$ cat config.mk
export PLATFORM = sky130hd
export DESIGN_NAME = cbt_tracker
export DESIGN_NICKNAME = d
export VERILOG_FILES = /design/src/logic/cbt_pkg.sv /design/src/logic/cbt_avg_if.sv /design/src/logic/cbt_avg.sv /design/src/logic/cbt_step.sv /design/src/logic/cbt_tracker.sv
export VERILOG_INCLUDE_DIRS = /design/src /design/src/logic
export SDC_FILE = /design/constraint.sdc
export NUM_CORES = 1
export LEC_CHECK = 0
export BUFFER_PORTS_ARGS = -buffer_cell sky130_fd_sc_hd__buf_2
export CAP_MARGIN = 20
export CORE_ASPECT_RATIO = 0.7
export CORE_MARGIN = 2
export CORE_UTILIZATION = 35
export DETAILED_ROUTE_END_ITERATION = 7
export SYNTH_ARGS = -nofsm -noshare
export SYNTH_HDL_FRONTEND = slang
export SYNTH_SLANG_ARGS = --single-unit
$ cat constraint.sdc
create_clock -name core_clk -period 53.5 [get_ports core_clk]
set_input_delay 2.675 -clock core_clk [delete_from_list [all_inputs] [get_ports core_clk]]
set_output_delay 2.675 -clock core_clk [all_outputs]
set_load 0.02 [all_outputs]
$ cat src/logic/cbt_consts.svh
`ifndef CBT_CONSTS_SVH
`define CBT_CONSTS_SVH
`define CBT_DATA_W 10
`define CBT_HALF_LSB 0
`define CBT_HALF_MSB 5
`define CBT_CNT_LSB 0
`define CBT_CNT_MSB 7
`define CBT_HALF_RST 8'h01
`define CBT_RUN_RST 8'h00
`define CBT_AVG_RST 8'h00
`define CBT_BASE_RST 10'h000
`endif

$ cat src/logic/cbt_pkg.sv
package cbt_pkg;
	typedef enum logic [1:0] {
		CBT_RISE = 2'b00,
		CBT_FALL = 2'b01,
		CBT_TOUCH = 2'b10
	} cbt_cond_t;
	typedef struct packed {
		logic [7:0] pass_step_limit;
		logic [7:0] noise_step_size;
		logic [7:0] noise_run_limit;
		logic [7:0] average_length;
	} cbt_set_t;
endpackage

$ cat src/logic/cbt_avg_if.sv
`timescale 1ns/1ps
`default_nettype none
interface cbt_avg_if #(parameter int W = 10);
	logic in_valid;
	logic [W-1:0] in_data;
	logic clear;
	logic [7:0] length;
	logic out_valid;
	logic [W-1:0] out_data;
	modport avg (input in_valid, in_data, clear, length,
		output out_valid, out_data);
	modport core (output in_valid, in_data, clear, length,
		input out_valid, out_data);
endinterface
`default_nettype wire

$ cat src/logic/cbt_avg.sv
`timescale 1ns/1ps
`default_nettype none
`include "cbt_consts.svh"
module cbt_avg
	import cbt_pkg::*;
#(
	parameter int W = 10
) (
	input wire logic core_clk,
	input wire logic rstn,
	cbt_avg_if.avg a
);
	logic [W+7:0] sum_reg, sum_next;
	logic [7:0] cnt_reg, cnt_next;
	logic vld_reg, vld_next;
	logic [W-1:0] dat_reg, dat_next;
	logic [7:0] target;
	logic [W+7:0] total;

	function automatic logic [7:0] decode_len(input logic [7:0] code);
		// code n gives n+1 samples, top code saturates at 255
		decode_len = (code == 8'hff) ? 8'hff : code + 8'h01;
	endfunction

	always_comb begin
		target = decode_len(a.length);
		total = sum_reg + {8'h00, a.in_data};
		sum_next = sum_reg;
		cnt_next = cnt_reg;
		vld_next = 1'b0;
		dat_next = dat_reg;
		if (a.clear) begin
			sum_next = '0;
			cnt_next = 8'h00;
		end else if (a.in_valid) begin
			if (cnt_reg + 8'h01 >= target) begin
				vld_next = 1'b1;
				dat_next = W'(total / {10'h000, target});
				sum_next = '0;
				cnt_next = 8'h00;
			end else begin
				sum_next = total;
				cnt_next = cnt_reg + 8'h01;
			end
		end
	end

	always_ff @(posedge core_clk) begin
		if (!rstn) begin
			sum_reg <= '0;
			cnt_reg <= 8'h00;
			vld_reg <= 1'b0;
			dat_reg <= '0;
		end else begin
			sum_reg <= sum_next;
			cnt_reg <= cnt_next;
			vld_reg <= vld_next;
			dat_reg <= dat_next;
		end
	end

	assign a.out_valid = vld_reg;
	assign a.out_data = dat_reg;
endmodule
`default_nettype wire

$ cat src/logic/cbt_step.sv
`timescale 1ns/1ps
`default_nettype none
`include "cbt_consts.svh"
module cbt_step
	import cbt_pkg::*;
#(
	parameter int W = 10
) (
	input wire logic [W-1:0] base,
	input wire logic [W-1:0] data,
	input wire logic [5:0] step,
	input wire logic up,
	output logic [W-1:0] stepped
);
	logic [W:0] wide;
	always_comb begin
		if (up) begin
			wide = {1'b0, base} + {{(W-5){1'b0}}, step};
			stepped = wide[W] ? {W{1'b1}} : wide[W-1:0];
			if (wide[W-1:0] > data && !wide[W])
				stepped = data;
		end else begin
			wide = {1'b0, base} - {{(W-5){1'b0}}, step};
			stepped = wide[W] ? {W{1'b0}} : wide[W-1:0];
			if (wide[W-1:0] < data && !wide[W])
				stepped = data;
		end
	end
endmodule
`default_nettype wire

$ cat src/logic/cbt_tracker.sv
`timescale 1ns/1ps
`default_nettype none
`include "cbt_consts.svh"
module cbt_tracker
	import cbt_pkg::*;
#(
	parameter int W = `CBT_DATA_W
) (
	input wire logic core_clk,
	input wire logic rstn,
	input wire logic sample_valid,
	input wire logic [W-1:0] sample_data,
	input wire logic touched,
	input wire logic [7:0] rise_pass_step_limit,
	input wire logic [7:0] rise_noise_step_size,
	input wire logic [7:0] rise_noise_run_limit,
	input wire logic [7:0] rise_average_length,
	input wire logic [7:0] fall_pass_step_limit,
	input wire logic [7:0] fall_noise_step_size,
	input wire logic [7:0] fall_noise_run_limit,
	input wire logic [7:0] fall_average_length,
	input wire logic [7:0] touch_noise_step_size,
	input wire logic [7:0] touch_noise_run_limit,
	input wire logic [7:0] touch_average_length,
	output logic [W-1:0] baseline,
	output logic [1:0] condition,
	output logic [7:0] noise_count,
	output logic update_pulse
);
	cbt_cond_t cond_reg, cond_next, cond_now;
	logic [W-1:0] base_reg, base_next;
	logic [7:0] ncnt_reg, ncnt_next;
	logic upd_reg, upd_next;
	logic seeded_reg, seeded_next;
	cbt_set_t rise_set, fall_set, touch_set, act;
	logic cond_change;
	logic [W-1:0] diff;
	logic [W-1:0] stepped;
	logic [7:0] run_limit;
	logic [W-1:0] avg_val;

	cbt_avg_if #(.W(W)) avg_bus ();

	function automatic logic [7:0] decode_run(input logic [7:0] code);
		// code n gives n+1 samples, top code saturates at 255
		decode_run = (code == 8'hff) ? 8'hff : code + 8'h01;
	endfunction

	function automatic logic [W-1:0] abs_diff(input logic [W-1:0] x,
		input logic [W-1:0] y);
		abs_diff = (x > y) ? x - y : y - x;
	endfunction

	always_comb begin
		// only the low 6 bits of pass step limit and noise step size are honoured; run limit and average length keep all 8
		rise_set = '{{2'b00, rise_pass_step_limit[`CBT_HALF_MSB:0]},
			{2'b00, rise_noise_step_size[`CBT_HALF_MSB:0]},
			rise_noise_run_limit, rise_average_length};
		fall_set = '{{2'b00, fall_pass_step_limit[`CBT_HALF_MSB:0]},
			{2'b00, fall_noise_step_size[`CBT_HALF_MSB:0]},
			fall_noise_run_limit, fall_average_length};
		touch_set = '{8'h00, {2'b00, touch_noise_step_size[`CBT_HALF_MSB:0]},
			touch_noise_run_limit, touch_average_length};
	end

	// condition from raw input against baseline
	always_comb begin
		cond_now = cond_reg;
		if (touched)
			cond_now = CBT_TOUCH;
		else if (sample_data < base_reg)
			cond_now = CBT_FALL;
		else if (sample_data > base_reg)
			cond_now = CBT_RISE;
		else if (cond_reg == CBT_TOUCH)
			cond_now = CBT_RISE;
	end

	assign cond_change = sample_valid && seeded_reg && cond_now != cond_reg;

	always_comb begin
		case (cond_reg)
			CBT_RISE: act = rise_set;
			CBT_FALL: act = fall_set;
			CBT_TOUCH: act = touch_set;
			default: act = rise_set;
		endcase
	end

	assign avg_bus.in_valid = sample_valid && seeded_reg && !cond_change;
	assign avg_bus.in_data = sample_data;
	assign avg_bus.clear = cond_change;
	assign avg_bus.length = act.average_length;

	cbt_avg #(.W(W)) u_avg (
		.core_clk(core_clk),
		.rstn(rstn),
		.a(avg_bus.avg)
	);

	assign avg_val = avg_bus.out_data;
	assign diff = abs_diff(avg_val, base_reg);
	assign run_limit = decode_run(act.noise_run_limit);

	cbt_step #(.W(W)) u_step (
		.base(base_reg),
		.data(avg_val),
		.step(act.noise_step_size[5:0]),
		.up(avg_val > base_reg),
		.stepped(stepped)
	);

	always_comb begin
		cond_next = cond_reg;
		base_next = base_reg;
		ncnt_next = ncnt_reg;
		upd_next = 1'b0;
		seeded_next = seeded_reg;
		if (sample_valid && !seeded_reg) begin
			base_next = sample_data;
			seeded_next = 1'b1;
			cond_next = touched ? CBT_TOUCH : CBT_RISE;
		end else if (cond_change) begin
			cond_next = cond_now;
			ncnt_next = 8'h00;
		end else if (avg_bus.out_valid) begin
			upd_next = 1'b1;
			if (cond_reg != CBT_TOUCH &&
				{1'b0, diff} < {{(W-8){1'b0}}, act.pass_step_limit, 1'b0}) begin
				base_next = avg_val;
				ncnt_next = 8'h00;
			end else if (diff != '0) begin
				if (ncnt_reg + 8'h01 >= run_limit) begin
					base_next = stepped;
					ncnt_next = 8'h00;
				end else begin
					ncnt_next = ncnt_reg + 8'h01;
				end
			end
		end
	end

	always_ff @(posedge core_clk) begin
		if (!rstn) begin
			cond_reg <= CBT_RISE;
			base_reg <= `CBT_BASE_RST;
			ncnt_reg <= 8'h00;
			upd_reg <= 1'b0;
			seeded_reg <= 1'b0;
		end else begin
			cond_reg <= cond_next;
			base_reg <= base_next;
			ncnt_reg <= ncnt_next;
			upd_reg <= upd_next;
			seeded_reg <= seeded_next;
		end
	end

	assign baseline = base_reg;
	assign condition = cond_reg;
	assign noise_count = ncnt_reg;
	assign update_pulse = upd_reg;
endmodule
`default_nettype wire

==> flow_metrics.env, run 1 <==
export IMPL_crit_required_ns=53.69
export IMPL_finalHoldViolations=0
export IMPL_slew_headroom_pct=32.03
export IMPL_cts_tree="built"
export IMPL_hpwl_mm=34.37
export IMPL_post_cts_buffers=0
export IMPL_synthAdderAreaFrac_pct=20.69
export IMPL_grt_pass1_wl_mm=67.93
export IMPL_die_w_microns=239.5
export IMPL_arrival_ns=49.28
export IMPL_syn_inst=1857
export IMPL_worstHoldStart="u_avg.sum_reg[6]"
export IMPL_synthMuxAreaShare_pct=4.667
export IMPL_hp_class="reg -> reg"
export IMPL_synth_area_leader_cell="ha_1"
export IMPL_grt_usage_pct=20.50
export IMPL_synth_top_flop_cell="dfxtp_1"
export IMPL_h_tree_depth=3
export IMPL_insertion_delay_ns=0.35
export IMPL_rr_worst_depth=181
export IMPL_path_max_fanout=18
export IMPL_antenna_found_initial=0
export IMPL_synth_top_area_share_pct=19.79
export IMPL_final_nets=2259
export IMPL_wl_per_cell_microns=17.00
export IMPL_drc=0
export IMPL_whs_endpoint="u_avg.sum_reg[6]"
export IMPL_clock_tree_root_cell="clkbuf_16"
export IMPL_cts_sinks=59
export IMPL_ant_nets=0
export IMPL_route_vias_total=14030
export IMPL_synth_top_family_by_area="compound AO/OA/AOI/OAI gates"
export IMPL_netlist_top_cells_count="ha_1 (215), nor2_1 (207), a21oi_1 (145), nand2_1 (140), nor3_1 (97)"
export IMPL_ys_top_cells_by_area="ha_1 (20%), dfxtp_1 (8.7%), nor2_1 (5.7%)"
export IMPL_synthArstFlopShare_pct=0
export IMPL_drtIter0Drc=1025
export IMPL_n_fill_cell=3924
export IMPL_drv_cap=0
export IMPL_fin_crit_ns=49.09
export IMPL_syn_area_sq_mm=0.01359
export IMPL_fp_dieArea_sq_mm=0.04045
export IMPL_tightestPinTransition_ns=1.020
export IMPL_core_area_sq_mm=0.03836
export IMPL_drive_gt1_share_pct=12.42
export IMPL_setup_viol_count_final=0
export IMPL_worstReg2RegEnd="u_avg.a.out_data[0]"
export IMPL_yosysSeqAreaShare_pct=8.690
export IMPL_maxSlewViolCount=0
export IMPL_critPathKind="in -> reg"
export IMPL_synth_edf_count=0
export IMPL_hold_depth=2
export IMPL_slowest_stage="a21oi_1"
export IMPL_reg2reg_slack_ns=5.45
export IMPL_synth_simple_area_share_pct=24.87
export IMPL_io_pins=123
export IMPL_reg2reg_from="condition[0]"
export IMPL_skew_ns=0.007441
export IMPL_num_antenna_cells=0
export IMPL_synthXorXnorAreaFrac_pct=6.232
export IMPL_crit_top_cell="o21a_1"
export IMPL_synth_seq_cells=59
export IMPL_wirelength_mm=41.97
export IMPL_place_gp_congestion=0.9075
export IMPL_grt_setup_unrepaired="false"
export IMPL_cts_resized_gates=0
export IMPL_rows=60
export IMPL_outcome="complete, no violations"
export IMPL_synth_compound_area_share_pct=30.01
export IMPL_slowest_delay_ns=0.78
export IMPL_post_route_period_util_pct=91.75
export IMPL_port_buffers=112
export IMPL_initial_utilization_pct=35.43
export IMPL_routed_via_density=5.686
export IMPL_grt_pass1_vias=12980
export IMPL_clockBufferDepth=2
export IMPL_dieHeight_microns=168.9
export IMPL_grt_max_degree=37
export IMPL_largest_reg_flops=18
export IMPL_cts_clk_slew_worst_paths_ns=0.06
export IMPL_cp_end_kind="flop"
export IMPL_cts_buffers=9
export IMPL_gr_total_overflow=0
export IMPL_ctsHoldBuffers=0
export IMPL_post_synth_top_count_cell="ha_1"
export IMPL_timing_fmax_ghz=0.02037
export IMPL_yosysUniqueCellTypes=112
export IMPL_synthToLayoutAreaGrowth_pct=10.19
export IMPL_synth_warnings=0
export IMPL_syn_area_per_cell_sq_um=7.319
export IMPL_drt_first_pass_iters=5
export IMPL_fin_tns_setup_ns=0
export IMPL_crit_path_start_kind="primary input"
export IMPL_synthesis_nets=2179
## cell families (layout without fill, tap and decap cells)
logic type	Yosys count	in the layout
simple gates	690	690
compound gates	581	581
fa+ha+maj	222	222
buf+inv	154	238
xor+xnor	95	95
flops	59	59
mux	56	56
## cells in the final DEF (no fill, tap or decap), types with 59 or more instances in the layout
cell type | netlist | routed
ha_1 | 215 | 215
nor2_1 | 207 | 207
a21oi_1 | 145 | 145
nand2_1 | 140 | 140
buf_2 | 6 | 112
nor3_1 | 97 | 97
inv_1 | 90 | 90
o21ai_0 | 89 | 88
o21a_1 | 65 | 65
xnor2_1 | 62 | 62
dfxtp_1 | 59 | 59
## layer usage
layer / vias to the layer above / GRT usage (%) / part of all wire (%)
met1: 6620 / 32.35 / 54
met2: 310 / 29.28 / 40
met5: - / 0 / 0
li1: 7075 / - / -
met4: 0 / 2.255 / 0.69
met3: 27 / 3.408 / 5.6
## cell type report
class | instances | area, sq um | area share, %
well taps | 527 | 659.4 | 4.403
multi-input cells | 1644 | 11760 | 78.55
flip-flops and latches | 59 | 1181 | 7.886
clock inverters | 3 | 46.29 | 0.3091
clock buffers | 12 | 266.5 | 1.779
repair buffers | 132 | 718.2 | 4.795
inverters | 91 | 341.6 | 2.281
## through the flow
stage          instances  utilization (%)  hold slack (ns)  area (sq um)  setup slack (ns)
4_1_cts             2467            39.00           0.4590         14960             4.684
6_report            2468            39.04           0.4608         14980             4.411
3_5_place_dp        2452            38.19           0.4515         14650             4.465
3_3_place_gp        2452            38.19           0.4487         14650             5.546
5_1_grt             2468            39.04           0.4809         14980            0.3461
2_1_floorplan       1857                -           0.4356         13590             11.28
## critical path, delay by kind of cell
family                     cells  cell delay (ns)
AOI/OAI and AO/OA             99            23.42
adders and majority gates     19             5.82
buffers and inverters          9             1.48
muxes                          7             2.32
and+or+nand+nor               49            13.49
## how the worst max path moves through the flow
| stage | startpoint | to | slack [ns] | cells after the start |
|---|---|---|---|---|
| 3_5_place_dp | touch_average_length[0] | u_avg.a.out_data[0] | 4.47 | 183 |
| 2_1_floorplan | touch_average_length[0] | u_avg.a.out_data[0] | 11.28 | 198 |
| 3_3_place_gp | touch_average_length[0] | u_avg.a.out_data[0] | 5.55 | 184 |
| 4_1_cts | touch_average_length[0] | u_avg.a.out_data[0] | 4.68 | 183 |
| 5_1_grt | touch_average_length[1] | u_avg.a.out_data[0] | 0.35 | 184 |
| 6_report | touch_average_length[0] | u_avg.a.out_data[0] | 4.41 | 183 |
Power of run 1 is not shown: default switching activity piles up to over one toggle a cycle in this logic, so the estimate is an artifact.
==> inputs of run 2 (changes only) <==
Settings changed: TNS_END_PERCENT set to 50.
Clock period 53.5 ns to 48.3 ns, I/O delays scaled along.
==> flow_metrics.env, run 2 (same netlist as run 1, synthesis figures left out) <==
export IMPL_outcome="complete, no violations"
export IMPL_final_area_sq_mm=0.01510
export IMPL_gr_total_overflow=0
export IMPL_arrival_ns=45.17
export IMPL_path_max_fanout=17
export IMPL_antenna_found_initial=0
export IMPL_fp_dieArea_sq_mm=0.04045
export IMPL_core_area_sq_mm=0.03836
export IMPL_rows=60
export IMPL_grt_pass1_vias=12600
export IMPL_hpwl_mm=34.36
export IMPL_place_gp_congestion=0.9080
export IMPL_slowest_delay_ns=0.63
export IMPL_finalHoldViolations=0
export IMPL_wirelength_mm=41.95
export IMPL_synthToLayoutAreaGrowth_pct=11.06
export IMPL_n_fill_cell=4012
export IMPL_crit_path_start_kind="primary input"
export IMPL_clock_tree_root_cell="clkbuf_16"
export IMPL_tightestPinTransition_ns=0.9215
export IMPL_grt_pass1_wl_mm=66.40
export IMPL_largest_reg_flops=18
export IMPL_drc=0
export IMPL_hp_class="reg -> reg"
export IMPL_grt_max_degree=55
export IMPL_crit_required_ns=48.50
export IMPL_final_cell_mix="ha_1 (215), nor2_1 (205), a21oi_1 (141)"
export IMPL_setup_viol_count_final=0
export IMPL_final_nets=2269
export IMPL_critPathKind="in -> reg"
export IMPL_post_route_period_util_pct=93.10
export IMPL_cts_tree="built"
export IMPL_crit_top_cell="o21a_1"
export IMPL_drtIter0Drc=1066
export IMPL_cp_end_kind="flop"
export IMPL_placed_area_sq_mm=0.01467
export IMPL_reg2reg_slack_ns=4.36
export IMPL_io_pins=123
export IMPL_slowest_stage="or3_1"
export IMPL_ctsHoldBuffers=0
export IMPL_drt_first_pass_iters=8
export IMPL_route_vias_total=14140
export IMPL_timing_fmax_ghz=0.02224
export IMPL_port_buffers=112
export IMPL_maxSlewViolCount=0
export IMPL_cts_clk_slew_worst_paths_ns=0.06
export IMPL_drv_cap=0
export IMPL_dieHeight_microns=168.9
export IMPL_ant_nets=0
export IMPL_num_antenna_cells=0
export IMPL_routed_via_density=5.702
export IMPL_clockBufferDepth=2
export IMPL_fin_crit_ns=44.97
export IMPL_cts_sinks=59
export IMPL_drive_gt1_share_pct=13.63
export IMPL_cts_buffers=9
export IMPL_insertion_delay_ns=0.36
export IMPL_wl_per_cell_microns=16.92
export IMPL_initial_utilization_pct=35.43
export IMPL_h_tree_depth=3
export IMPL_skew_ns=0.01023
export IMPL_grt_usage_pct=20.04
export IMPL_slew_headroom_pct=36.98
export IMPL_final_common_cell="ha_1"
export IMPL_die_w_microns=239.5
run 2: metal layers:
layer	share of wire [%]	vias up	wire, microns	track usage, %
li1	-	7108	-	-
met4	0.28	0	116	1.658
met1	54	6670	22490	31.67
met2	41	339	17030	28.87
met3	5.5	18	2315	3.245
met5	0	-	0	0
run 2: timing repair:
action                                  in CTS  in global routing
buffers inserted                             0                  7
hold endpoints to repair                     0                  0
gates resized for setup                      0                 20
endpoints found under the setup margin       0                  2
run 2: cell type report:
| type | instances | area (sq um) | area share [%] |
|---|---|---|---|
| multi-input cells | 1644 | 11850 | 78.48 |
| well taps | 527 | 659.4 | 4.368 |
| flip-flops and latches | 59 | 1181 | 7.824 |
| repair buffers | 142 | 793.3 | 5.255 |
| inverters | 91 | 345.3 | 2.288 |
| clock inverters | 6 | 41.29 | 0.2735 |
| clock buffers | 10 | 229.0 | 1.517 |
run 2: worst max-delay path, delay by kind of cell:
kind,cells,cell delay (ns)
buffers and inverters,10,1.31
AO/OA/AOI/OAI,104,22.47
multiplexers,5,1.74
XOR/XNOR,1,0.38
adder cells (fa/ha/maj),19,5.82
AND/OR/NAND/NOR,50,10.94
run 2: final timing paths:
| kind | start | endpoint | cells after the start |
|---|---|---|---|
| setup / recovery | sample_data[3] | u_avg.a.out_data[0] | 189 |
| hold / removal | u_avg.sum_reg[6] | u_avg.sum_reg[6] | 2 |
| setup reg to reg | condition[0] | u_avg.a.out_data[0] | 193 |
| hold reg to reg | u_avg.sum_reg[6] | u_avg.sum_reg[6] | 2 |
run 2: per-stage QoR:
stage / TNS [ns] / util, % / setup slack [ns] / hold WS (ns) / std cells
floorplan: 0 / - / 6.341 / 0.4356 / 1857
finish: 0 / 39.35 / 3.330 / 0.4604 / 2479
CTS: 0 / 38.95 / 0.8892 / 0.4587 / 2471
global placement: 0 / 38.25 / 1.625 / 0.4447 / 2455
detailed placement: 0 / 38.25 / 0.6686 / 0.4504 / 2455
global route: -0.03906 / 39.35 / -0.03906 / 0.4741 / 2479
Power of run 2 is left out for the same reason.
